==> src/rtl/pic_pkg.sv <==
package pic_pkg;
    // Register select values
    localparam logic RS_CMD = 1'h0;
    localparam logic RS_DATA = 1'h1;
    // Command word decode bit positions
    localparam int INIT_WORD_FIRST_BIT = 4;
    localparam int OPERATION_WORD_READ_SELECT_BIT = 3;
    // Response bytes and special levels
    localparam logic [7:0] CALL_OPCODE = 8'hCD;
    localparam logic [2:0] SPURIOUS_LVL = 3'h7;
    localparam logic [2:0] EOI_NONSPEC = 3'h1;
    localparam logic [2:0] EOI_SPEC = 3'h3;
    // Reset values
    localparam logic [7:0] INIT_WORD_FIRST_RESET = 8'h00;
    localparam logic [7:0] INIT_WORD_SECOND_RESET = 8'h00;
    localparam logic [7:0] INIT_WORD_THIRD_RESET = 8'h07;
    localparam logic [7:0] INIT_WORD_FOURTH_RESET = 8'h00;
    localparam logic [7:0] MASK_RESET = 8'h00;
    localparam logic [7:0] IRR_RESET = 8'h00;
    localparam logic [7:0] ISR_RESET = 8'h00;
    localparam logic [7:0] REQ_PREV_RESET = 8'hFF;
    localparam logic [7:0] DATA_RESET = 8'h00;
    localparam logic [2:0] CAS_RESET = 3'h0;

    typedef enum logic [1:0] {
        PIC_READY = 2'b00,
        PIC_WAIT_INIT_WORD_SECOND = 2'b01,
        PIC_WAIT_INIT_WORD_THIRD = 2'b10,
        PIC_WAIT_INIT_WORD_FOURTH = 2'b11
    } pic_init_t;

    typedef struct packed {
        logic [2:0] addr_a7_a5;
        logic is_init_word_first;
        logic ltim;
        logic adi;
        logic sngl;
        logic ic4;
    } pic_init_word_first_t;

    typedef struct packed {
        logic [2:0] rsvd;
        logic sfnm;
        logic buf_mode;
        logic master;
        logic auto_end_of_irq;
        logic cpu16;
    } pic_init_word_fourth_t;

    typedef struct packed {
        logic [2:0] eoi_kind;
        logic [1:0] rsvd;
        logic [2:0] level;
    } pic_operation_word_eoi_priority_t;

    typedef struct packed {
        logic [2:0] rsvd;
        logic is_operation_word_read_select;
        logic rsvd2;
        logic poll;
        logic read_reg;
        logic read_isr;
    } pic_operation_word_read_select_t;
endpackage

==> src/rtl/pic_controller.sv <==
`timescale 1ns/100ps
module pic_controller
    import pic_pkg::*;
(
    // Clock and reset
    input wire logic I_CLOCK,
    input wire logic I_ARST_N,
    // CPU bus
    input wire logic I_CS_N,
    input wire logic I_RD_N,
    input wire logic I_WR_N,
    input wire logic I_REG_SELECT,
    input wire logic [7:0] I_DATA,
    output logic [7:0] O_DATA,
    output logic O_DATA_OE,
    // Interrupt requests and acknowledge
    input wire logic [7:0] I_REQUEST_IN,
    input wire logic I_IRQ_ACK_N,
    output logic O_INT,
    // Cascade
    input wire logic [2:0] I_CASCADE_ID,
    output logic [2:0] O_CASCADE_ID,
    output logic O_CASCADE_OE,
    input wire logic I_MASTER_STRAP
);
    pic_init_t init_state, next_init;
    pic_init_word_first_t init_word_first;
    pic_init_word_fourth_t init_word_fourth;
    logic [7:0] init_word_second, init_word_third, level_mask, pending_request_status, in_service_status, req_prev;
    logic [7:0] next_irr, next_isr, isr_set, isr_clr, irr_clr;
    logic read_isr, poll_mode, wr_prev, ack_prev;
    logic [1:0] ack_cnt;
    logic [2:0] lvl_q, res_lvl, isr_top;
    logic lvl_valid_q, res_valid, isr_any;
    logic [7:0] next_data;
    logic next_oe;

    // Bus decode
    wire logic ready = (init_state == PIC_READY);
    wire logic wr_start = !I_CS_N && !I_WR_N && wr_prev;
    wire logic rd_active = !I_CS_N && !I_RD_N && I_WR_N;
    wire logic wr_cmd = wr_start && (I_REG_SELECT == RS_CMD);
    wire logic wr_dat = wr_start && (I_REG_SELECT == RS_DATA);
    wire logic wr_init_word_first = wr_cmd && I_DATA[INIT_WORD_FIRST_BIT];
    wire logic wr_operation_word_eoi_priority = wr_cmd && ready && !I_DATA[INIT_WORD_FIRST_BIT]
        && !I_DATA[OPERATION_WORD_READ_SELECT_BIT];
    wire logic wr_operation_word_read_select = wr_cmd && ready && !I_DATA[INIT_WORD_FIRST_BIT]
        && I_DATA[OPERATION_WORD_READ_SELECT_BIT];
    wire pic_operation_word_eoi_priority_t operation_word_eoi_priority = pic_operation_word_eoi_priority_t'(I_DATA);
    wire pic_operation_word_read_select_t operation_word_read_select = pic_operation_word_read_select_t'(I_DATA);

    wire logic ack_fall = ack_prev && !I_IRQ_ACK_N;
    wire logic ack_rise = !ack_prev && I_IRQ_ACK_N;
    wire logic first_fall = ack_fall && (ack_cnt == 2'h0);
    wire logic cpu16 = init_word_fourth.cpu16;
    wire logic last_pulse = cpu16 ? (ack_cnt == 2'h1) : (ack_cnt == 2'h2);
    wire logic isr_pulse = cpu16 ? (ack_cnt == 2'h0) : (ack_cnt == 2'h1);
    wire logic [2:0] act_lvl = first_fall ? res_lvl : lvl_q;
    wire logic act_valid = first_fall ? res_valid : lvl_valid_q;

    // master from single mode, buffered bit or strap
    wire logic is_master = init_word_first.sngl
        || (init_word_fourth.buf_mode ? init_word_fourth.master : I_MASTER_STRAP);
    // who answers the address or vector bytes
    wire logic resp_bytes = init_word_first.sngl || (is_master && !init_word_third[lvl_q])
        || (!is_master && (I_CASCADE_ID == init_word_third[2:0]));

    always_comb begin
        res_lvl = SPURIOUS_LVL;
        res_valid = 1'b0;
        isr_top = SPURIOUS_LVL;
        isr_any = 1'b0;
        for (int i = 7; i >= 0; i--) begin
            if (pending_request_status[i] && !level_mask[i]) begin
                res_lvl = 3'(i);
                res_valid = 1'b1;
            end
            if (in_service_status[i]) begin
                isr_top = 3'(i);
                isr_any = 1'b1;
            end
        end
    end

    // request must outrank anything in service
    wire logic qualifies = res_valid && (!isr_any || res_lvl < isr_top);
    wire logic [7:0] poll_word = {qualifies, 4'h0, res_lvl};

    // 8-bit pending clear on second pulse rise
    // 16-bit pending clear on first pulse
    assign irr_clr = (ack_rise && isr_pulse && lvl_valid_q)
        ? (8'h01 << lvl_q) : 8'h00;
    assign isr_set = (ack_fall && isr_pulse && act_valid)
        ? (8'h01 << act_lvl) : 8'h00;
    // auto end on last pulse rise
    // same for the shorter 16-bit sequence
    // otherwise only an end command clears
    assign isr_clr = (ack_rise && last_pulse && init_word_fourth.auto_end_of_irq && lvl_valid_q)
        ? (8'h01 << lvl_q)
        : (wr_operation_word_eoi_priority && operation_word_eoi_priority.eoi_kind == EOI_SPEC) ? (8'h01 << operation_word_eoi_priority.level)
        : (wr_operation_word_eoi_priority && operation_word_eoi_priority.eoi_kind == EOI_NONSPEC && isr_any)
        ? (8'h01 << isr_top) : 8'h00;
    assign next_isr = (in_service_status & ~isr_clr) | isr_set;

    for (genvar g = 0; g < 8; g++) begin : g_sense
        wire logic hit = init_word_first.ltim ? I_REQUEST_IN[g]
            : (I_REQUEST_IN[g] && !req_prev[g]);
        wire logic keep = pending_request_status[g] && !irr_clr[g]
            && (!init_word_first.ltim || I_REQUEST_IN[g]);
        assign next_irr[g] = keep || hit;
    end

    always_comb begin
        next_init = init_state;
        unique case (init_state)
            PIC_READY: next_init = PIC_READY;
            PIC_WAIT_INIT_WORD_SECOND: next_init = !init_word_first.sngl ? PIC_WAIT_INIT_WORD_THIRD
                : init_word_first.ic4 ? PIC_WAIT_INIT_WORD_FOURTH : PIC_READY;
            PIC_WAIT_INIT_WORD_THIRD: next_init = init_word_first.ic4 ? PIC_WAIT_INIT_WORD_FOURTH : PIC_READY;
            PIC_WAIT_INIT_WORD_FOURTH: next_init = PIC_READY;
        endcase
    end

    // Output byte; data and enable are registered, so they lag by a cycle
    always_comb begin
        next_data = DATA_RESET;
        next_oe = 1'b0;
        if (!I_IRQ_ACK_N) begin
            // call opcode from the master only
            // one vector byte in 16-bit mode
            case (ack_cnt)
                2'h0: begin
                    next_data = CALL_OPCODE;
                    next_oe = !cpu16 && is_master;
                end
                2'h1: begin
                    next_data = cpu16 ? {init_word_second[7:3], lvl_q}
                        : init_word_first.adi ? {init_word_first.addr_a7_a5, lvl_q, 2'h0}
                        : {init_word_first.addr_a7_a5[2:1], lvl_q, 3'h0};
                    next_oe = resp_bytes;
                end
                default: begin
                    next_data = init_word_second;
                    next_oe = !cpu16 && resp_bytes;
                end
            endcase
        end else if (rd_active) begin
            next_oe = 1'b1;
            next_data = (I_REG_SELECT == RS_DATA) ? level_mask
                : poll_mode ? poll_word : read_isr ? in_service_status : pending_request_status;
        end
    end

    // nothing driven when idle, or when deselected outside an acknowledge
    always_ff @(posedge I_CLOCK or negedge I_ARST_N) begin
        if (!I_ARST_N) begin
            O_DATA <= DATA_RESET;
            O_DATA_OE <= 1'b0;
            O_INT <= 1'b0;
        end else begin
            O_DATA <= next_data;
            O_DATA_OE <= next_oe;
            O_INT <= qualifies && ready;
        end
    end

    always_ff @(posedge I_CLOCK or negedge I_ARST_N) begin
        if (!I_ARST_N) begin
            pending_request_status <= IRR_RESET;
            in_service_status <= ISR_RESET;
            req_prev <= REQ_PREV_RESET;
            wr_prev <= 1'b1;
            ack_prev <= 1'b1;
        end else begin
            pending_request_status <= next_irr;
            in_service_status <= next_isr;
            // Forces a fresh low-to-high edge after init
            req_prev <= wr_init_word_first ? REQ_PREV_RESET : I_REQUEST_IN;
            wr_prev <= I_WR_N;
            ack_prev <= I_IRQ_ACK_N;
        end
    end

    // master freezes level and drives slave identity
    always_ff @(posedge I_CLOCK or negedge I_ARST_N) begin
        if (!I_ARST_N) begin
            ack_cnt <= 2'h0;
            lvl_q <= SPURIOUS_LVL;
            lvl_valid_q <= 1'b0;
            O_CASCADE_ID <= CAS_RESET;
        end else if (first_fall) begin
            lvl_q <= res_lvl;
            lvl_valid_q <= res_valid;
            // Only a master names a slave; a slave's word is its own id
            O_CASCADE_ID <= (is_master && !init_word_first.sngl && init_word_third[res_lvl])
                ? res_lvl : CAS_RESET;
        end else if (ack_rise) begin
            ack_cnt <= last_pulse ? 2'h0 : ack_cnt + 2'h1;
            if (last_pulse) begin
                O_CASCADE_ID <= CAS_RESET;
            end
        end
    end
    assign O_CASCADE_OE = is_master;

    // address-high writes follow the init sequence
    always_ff @(posedge I_CLOCK or negedge I_ARST_N) begin
        if (!I_ARST_N) begin
            init_state <= PIC_READY;
            init_word_first <= pic_init_word_first_t'(INIT_WORD_FIRST_RESET);
            init_word_second <= INIT_WORD_SECOND_RESET;
            init_word_third <= INIT_WORD_THIRD_RESET;
            init_word_fourth <= pic_init_word_fourth_t'(INIT_WORD_FOURTH_RESET);
            level_mask <= MASK_RESET;
            read_isr <= 1'b0;
            poll_mode <= 1'b0;
        end else if (wr_init_word_first) begin
            init_state <= PIC_WAIT_INIT_WORD_SECOND;
            init_word_first <= pic_init_word_first_t'(I_DATA);
            init_word_third <= INIT_WORD_THIRD_RESET;
            level_mask <= MASK_RESET;
            read_isr <= 1'b0;
            poll_mode <= 1'b0;
            if (!I_DATA[0]) begin
                init_word_fourth <= pic_init_word_fourth_t'(INIT_WORD_FOURTH_RESET);
            end
        end else if (wr_dat) begin
            init_state <= next_init;
            unique case (init_state)
                PIC_READY: level_mask <= I_DATA;
                PIC_WAIT_INIT_WORD_SECOND: init_word_second <= I_DATA;
                PIC_WAIT_INIT_WORD_THIRD: init_word_third <= I_DATA;
                PIC_WAIT_INIT_WORD_FOURTH: init_word_fourth <= pic_init_word_fourth_t'(I_DATA);
            endcase
        end else if (wr_operation_word_read_select) begin
            poll_mode <= operation_word_read_select.poll;
            if (operation_word_read_select.read_reg) begin
                read_isr <= operation_word_read_select.read_isr;
            end
        end
    end
endmodule

==> config.mk <==
export PLATFORM = sky130hd
export DESIGN_NAME = pic_controller
export DESIGN_NICKNAME = d
export VERILOG_FILES = /design/src/rtl/pic_pkg.sv /design/src/rtl/pic_controller.sv
export SDC_FILE = /design/constraint.sdc
export NUM_CORES = 1
export LEC_CHECK = 0
export BUFFER_PORTS_ARGS = -buffer_cell sky130_fd_sc_hd__buf_2
export CAP_MARGIN = 20
export CORE_UTILIZATION = 40
export DETAILED_ROUTE_END_ITERATION = 16
export PLACE_DENSITY = 0.67
export SLEW_MARGIN = 10
export SYNTH_ARGS = -nofsm -noshare
export SYNTH_HDL_FRONTEND = slang
export SYNTH_SLANG_ARGS = --single-unit
==> constraint.sdc <==
create_clock -name I_CLOCK -period 3.1 [get_ports I_CLOCK]
set_clock_uncertainty 0.1 [all_clocks]
set_input_delay 0.155 -clock I_CLOCK [delete_from_list [all_inputs] [get_ports I_CLOCK]]
set_output_delay 0.155 -clock I_CLOCK [all_outputs]
set_load 0.01 [all_outputs]
==> results.py, run 1 <==
metrics = {
    "synthesis": {
        "postSynthNetCount": 511,
        "postSynth.topFlopCell": "dfrtp_1",
        "yosysWarnings": 0,
        "synth_area_um2": 4520,
        "netlist-cell-type-count": 64,
        "synth_top_area_cell": "dfrtp_1",
        "synth_seq_cells": 84,
        "synth_cells": 479,
        "synthTopCellsByArea": "dfrtp_1, dfstp_2, nand2_1, nor2_1, mux2_2",
        "async_reset_ff_share_pct": 100,
        "synth.top_cell.area_share_pct": 37.6,
        "synth_enable_flop_cells": 0,
        "syn-mean-instance-area_um2": 9.44,
        "seq_area_frac_synth_pct": 46.9,
    },
    "placed_design": {
        "portBuffers": 40,
        "dpl_worst_slack_ns": 0.446,
        "place_congestion": 0.932,
        "hpwl_mm": 9.66,
    },
    "critical_path": {
        "reg2reg_to": "O_DATA[7]$_DFF_PN0_",
        "worstReg2RegStart": "pending_request_status[4]$_DFF_PN0_",
        "critPathMostFrequentCell": "a311o_1",
        "crit_path_top_delay_cell": "a311o_1",
        "timing.critical_path.slowest_cell_delay_ns": 0.46,
        "reg2reg_setup_slack_ns": 0.42,
        "critical_path_arrival_ns": 2.78,
        "worstPathMaxFanout": 7,
        "startpoint_type": "register",
        "worst-path-stages": 10,
        "timing.reg2reg.worst_path_depth": 10,
        "worst-path-buf-inv": 1,
        "path_delay_family": "compound AO/OA/AOI/OAI gates",
        "cp_endpoint_kind": "register",
        "path_cells": "nor2b_1 -> nand2b_1 -> a311o_1 -> inv_1 -> ha_1 -> o21a_1 -> nor2_1 -> a311o_1 -> a311oi_1 -> o32ai_1",
        "crit_required_ns": 3.20,
        "setup.worst_path.class": "register to register",
    },
    "floorplan": {
        "floorplan.initialDensity_pct": 41.4,
        "rows": 38,
        "die-height_um": 108,
        "fp.dieArea_um2": 11700,
        "top_level_ports": 41,
        "floorplan.core_area_um2": 10900,
        "floorplan.die.width_um": 108,
    },
    "grt": {
        "antenna_found_initial": 0,
        "globalRoute.totalOverflow": 0,
        "grt_first_pass_wirelength_mm": 20.8,
        "gr_usage_total_pct": 23.6,
        "grt_pass1_vias": 3835,
        "grt_max_degree": 85,
    },
    "finish": {
        "finalNetCount": 554,
        "drive_gt1_share_pct": 19.7,
        "final_common_cell": "dfrtp_1",
        "multi_input_area_um2": 2200,
        "antenna_cells_inserted": 0,
        "fillerInstances": 1074,
        "most-common-layout-cells": "dfrtp_1, nand2_1, buf_2",
        "layout.area.seq_um2": 2120,
        "syn_to_layout_area_delta_pct": 16.3,
    },
    "min_path": {
        "kind_of_path_behind_the_tightest_hold_check": "input port to register",
        "hold_start": "I_DATA[5]",
        "hold_end": "init_word_first[5]$_DFFE_PN0P_",
        "hold_crit_depth": 3,
    },
    "sta": {
        "worst_pin_slew_ns": 0.849,
        "hold_violation_total_from_the_final_report": 0,
        "timing.slew.headroom_pct": 43.2,
        "final.period_utilization_pct": 86.3,
        "final.setup.tns_ns": 0,
        "final.min_clock_period_ns": 2.68,
        "rsz0062_at_grt": "false",
        "setup_slack_ns": 0.424,
        "final_setup_viols": 0,
        "maxSlewViolCount": 0,
        "fmaxAchievable_mhz": 374,
    },
    "clocking": {
        "ctsHtreeMaxLevel": 3,
        "tritoncts.num_buffers": 9,
        "clkSinkCount": 84,
        "cts-root-to-sink-buffers": 2,
        "clkLatencyLatePin_ns": 0.34,
        "cts_tree": "yes",
        "root_buffer": "clkbuf_16",
        "worst_setup_hold_path_clk_slew_ns": 0.07,
    },
    "route": {
        "first_pass_iters": 5,
        "route.final.wire_length_mm": 13.1,
        "drc": 0,
        "routed_wire_length_per_instance_um": 19.6,
        "drt-initial-drc-count": 335,
        "ant_nets": 0,
        "routed_via_density": 5.93,
        "via_count": 3954,
    },
    "power_and_ir_drop": {
        "internal_power_w": 0.00274,
        "p_leak_nw": 2.28,
        "power.density_cell_area_nw_per_um2": 859,
        "power.combinational.fraction_pct": 36.4,
        "switching_power_w": 0.00177,
        "power_frac_seq_pct": 41.1,
        "vdd_ir_drop_max_uv": 586,
        "pwr-share-clk_pct": 22.5,
        "switching_share_pct": 39.3,
    },
    "run_status": {
        "run_status": "completed",
    },
    "run": {
        "maximum_capacitance_violations": 0,
    },
}
==> per-stage QoR <==
stage	hold slack [ns]	power, W	utilization (%)	std cells	cell area (um2)
detailed placement	0.197	0.00348	44.1	638	4820
finish	0.0161	0.00452	48.1	667	5260
CTS	0.0142	0.00452	47.8	666	5230
floorplan	-0.241	0.00293	-	479	4520
global placement	0.197	0.00345	44.1	638	4820
global route	0.0359	0.00481	48.1	667	5260
==> cells by family (layout without fill, tap and decap cells) <==
kind of cell | Yosys count | count (layout) | share of synthesized area (%)
compound gates | 132 | 132 | 20.4
xor+xnor | 4 | 4 | 0.775
fa+ha+maj | 5 | 5 | 1.38
buf+inv | 47 | 95 | 4.32
flops | 84 | 84 | 46.9
mux | 23 | 23 | 6.06
simple gates | 184 | 184 | 20.1
==> cell type report <==
class                           instances  area share [%]
Clock buffer                           10            4.55
Clock inverter                          6           0.881
Inverter                               20            1.43
Multi-Input combinational cell        348            41.9
Sequential cell                        84            40.4
Tap cell                              140            3.33
Timing Repair Buffer                   59            7.52
==> what timing repair did <==
action                                 in CTS  in global routing
resized for setup                           0                  0
hold buffers                               12                  0
endpoints found under the hold margin      86                  0
setup buffers                               0                  0
==> power groups by stage <==
stage	Combinational (W)	Clock, W	Sequential, W
floorplan	0.00124	0	0.00169
global placement	0.00160	0	0.00185
detailed placement	0.00162	0	0.00186
CTS	0.00163	0.00104	0.00184
global route	0.00184	0.00108	0.00190
finish	0.00164	0.00102	0.00185
==> metal layers <==
metal	global-route usage, %	up-vias	wire length [um]
li1	-	1841	-
met1	32.0	1929	5730
met2	37.0	154	6100
met3	5.91	30	906
met4	7.43	0	332
met5	0	-	0
==> synthesized netlist by cell type, types with 4 or more instances <==
master,count
a32oi_1,6
clkbuf_1,22
a211oi_1,10
ha_1,5
o21ai_0,22
mux2_2,11
a32o_1,7
o211ai_1,6
nor3_1,7
a22oi_1,7
nor2b_1,12
xor2_1,4
dfstp_2,16
o31ai_1,6
nor2_1,37
a21oi_1,23
nor4_1,7
o22ai_1,12
nand2b_1,17
nand3_1,16
nand2_1,64
mux2i_1,9
dfrtp_1,68
inv_1,19
==> sequential cells by signal, summed over array words and instances, names as in the netlist <==
name and flops:
level_mask 8, init_word_third 8, lvl_q 3, poll_mode 1
init_word_second 8, O_CASCADE_ID 3, ack_prev 1, init_word_first 7
init_state 2, wr_prev 1, pending_request_status 8, O_DATA_OE 1
init_word_fourth 3, ack_cnt 2, lvl_valid_q 1, O_DATA 8
read_isr 1, req_prev 8, cpu16 1, in_service_status 8
O_INT 1
==> how the worst max path moves through the flow <==
stage | slack, ns | from | end
after CTS | 0.44 | pending_request_status[4]$_DFF_PN0_ | O_DATA[7]$_DFF_PN0_
after detailed placement | 0.45 | pending_request_status[4]$_DFF_PN0_ | O_DATA[7]$_DFF_PN0_
final | 0.42 | pending_request_status[4]$_DFF_PN0_ | O_DATA[7]$_DFF_PN0_
after global placement | 0.56 | pending_request_status[4]$_DFF_PN0_ | O_DATA[7]$_DFF_PN0_
after floorplan | 0.73 | pending_request_status[4]$_DFF_PN0_ | O_DATA[7]$_DFF_PN0_
after global routing | 0.24 | ack_cnt[1]$_DFFE_PN0P_ | in_service_status[5]$_DFF_PN0_
==> worst reg2reg max path, delay by kind of cell, from the launching register on <==
kind	cells	cell delay (ns)
AO/OA/AOI/OAI	5	1.42
flip-flops	1	0.39
AND/OR/NAND/NOR	3	0.36
adder cells (fa/ha/maj)	1	0.17
buffers and inverters	1	0.12
Note: power is estimated with default switching activity, not from simulation.
==> run 2, diff against run 1 <==
- CTS_CLUSTER_SIZE: default -> 8
- MAX_ROUTING_LAYER: default -> met4
==> results.py, run 2 (synthesized netlist as in run 1, its figures left out) <==
metrics = {
    "critical_path": {
        "path_cells": "inv_1 -> ha_1 -> and2b_1 -> a21oi_1 -> nor3_1 -> nand3_1 -> a32o_1",
        "worstPathMaxFanout": 10,
        "timing.critical_path.slowest_cell_delay_ns": 0.73,
        "crit_path_top_delay_cell": "nor3_1",
        "setup.worst_path.class": "register to register",
        "cp_endpoint_kind": "register",
        "worstReg2RegStart": "ack_cnt[1]$_DFFE_PN0P_",
        "crit_required_ns": 3.24,
        "reg2reg_to": "pending_request_status[6]$_DFF_PN0_",
        "worst-path-buf-inv": 1,
        "critical_path_arrival_ns": 2.77,
        "startpoint_type": "register",
        "timing.reg2reg.worst_path_depth": 7,
        "reg2reg_setup_slack_ns": 0.47,
        "path_delay_family": "simple AND/OR/NAND/NOR gates",
    },
    "route": {
        "route.final.wire_length_mm": 13.5,
        "first_pass_iters": 5,
        "routed_via_density": 6.01,
        "ant_nets": 0,
        "routed_wire_length_per_instance_um": 20.2,
        "drt-initial-drc-count": 430,
        "drc": 0,
        "via_count": 4021,
    },
    "clocking": {
        "root_buffer": "clkbuf_16",
        "cts-root-to-sink-buffers": 2,
        "cts_tree": "yes",
        "cts_hold_buf": 13,
        "post_cts_resize_count": 0,
        "ctsHtreeMaxLevel": 3,
        "worst_setup_hold_path_clk_slew_ns": 0.07,
        "clkSinkCount": 84,
        "tritoncts.num_buffers": 9,
        "setup_bufs_post_cts": 0,
        "clkLatencyLatePin_ns": 0.35,
    },
    "sta": {
        "final.min_clock_period_ns": 2.63,
        "timing.slew.headroom_pct": 39.8,
        "final.setup.tns_ns": 0,
        "rsz0062_at_grt": "false",
        "final.period_utilization_pct": 84.9,
        "hold_violation_total_from_the_final_report": 0,
        "maxSlewViolCount": 0,
        "fmaxAchievable_mhz": 380,
        "final_setup_viols": 0,
        "worst_pin_slew_ns": 0.903,
        "hold_slack_ns": 0.0466,
    },
    "finish": {
        "most-common-layout-cells": "dfrtp_1, nand2_1, buf_2",
        "antenna_cells_inserted": 0,
        "syn_to_layout_area_delta_pct": 17.7,
        "drive_gt1_share_pct": 19.8,
        "finalNetCount": 556,
        "final_common_cell": "dfrtp_1",
    },
    "placed_design": {
        "place_congestion": 0.947,
        "hpwl_mm": 9.80,
        "portBuffers": 40,
    },
    "power_and_ir_drop": {
        "power.density_cell_area_nw_per_um2": 899,
        "power_frac_seq_pct": 38.9,
        "pwr-share-clk_pct": 26.3,
        "switching_power_w": 0.00180,
        "vdd_ir_drop_max_uv": 582,
        "switching_share_pct": 37.7,
        "p_leak_nw": 2.32,
        "power.combinational.fraction_pct": 34.8,
        "internal_power_w": 0.00298,
    },
    "grt": {
        "gr_usage_total_pct": 25.4,
        "grt_first_pass_wirelength_mm": 21.3,
        "grt_pass1_vias": 3967,
        "antenna_found_initial": 0,
        "grt_max_degree": 70,
        "globalRoute.totalOverflow": 0,
    },
    "floorplan": {
        "floorplan.die.width_um": 108,
        "floorplan.core_area_um2": 10900,
        "rows": 38,
        "floorplan.initialDensity_pct": 41.4,
        "top_level_ports": 41,
        "fp.dieArea_um2": 11700,
        "die-height_um": 108,
    },
    "run_status": {
        "run_status": "completed",
    },
    "min_path": {
        "kind_of_path_behind_the_tightest_hold_check": "input port to register",
        "hold_crit_depth": 3,
        "hold_end": "level_mask[1]$_DFFE_PN0P_",
        "hold_start": "I_DATA[1]",
    },
    "run": {
        "maximum_capacitance_violations": 0,
    },
}
## run 2: how the worst max path moves through the flow
stage,startpoint,to,slack (ns),depth (start not counted)
final,ack_cnt[1]$_DFFE_PN0P_,pending_request_status[6]$_DFF_PN0_,0.47,7
after global routing,ack_cnt[0]$_DFFE_PN0P_,in_service_status[4]$_DFF_PN0_,0.26,8
after CTS,pending_request_status[4]$_DFF_PN0_,O_DATA[7]$_DFF_PN0_,0.50,10
after detailed placement,pending_request_status[4]$_DFF_PN0_,O_DATA[7]$_DFF_PN0_,0.52,10
after global placement,pending_request_status[4]$_DFF_PN0_,O_DATA[7]$_DFF_PN0_,0.57,10
after floorplan,pending_request_status[4]$_DFF_PN0_,O_DATA[7]$_DFF_PN0_,0.73,10
## run 2: area by class of cell
cell class                      instances  area [um2]
Sequential cell                        84        2120
Timing Repair Buffer                   61         393
Multi-Input combinational cell        348        2200
Inverter                               20        75.1
Clock buffer                           10         239
Tap cell                              140         175
Fill cell                            1032        5620
Clock inverter                          6         111
## run 2: worst min-delay path, cell delays in order
cell     delay (ns)
buf_2          0.17
nand3_1        0.08
a21oi_1        0.06
## run 2: per-stage QoR
step,setup WS [ns],std cells,power [W],cell area [um2],utilization [%]
after floorplan,0.732,479,0.00293,4520,-
after global placement,0.565,640,0.00345,4840,44.3
after detailed placement,0.516,640,0.00349,4840,44.3
after CTS,0.495,669,0.00477,5320,48.6
after global routing,0.260,669,0.00505,5320,48.6
final,0.469,669,0.00478,5320,48.6
## run 2: power by group through the flow
stage	combinational (W)	sequential (W)	clock (W)
after floorplan	0.00124	0.00169	0
after global placement	0.00160	0.00185	0
after detailed placement	0.00162	0.00187	0
after CTS	0.00165	0.00185	0.00128
after global routing	0.00183	0.00190	0.00132
final	0.00167	0.00186	0.00126
## run 2: per-layer routing
layer,vias up,GRT usage (%),wire length [um]
met3,24,6.69,1000
li1,1843,-,-
met5,-,-,0
met1,1988,33.4,6010
met4,0,8.01,248
met2,166,38.1,6260
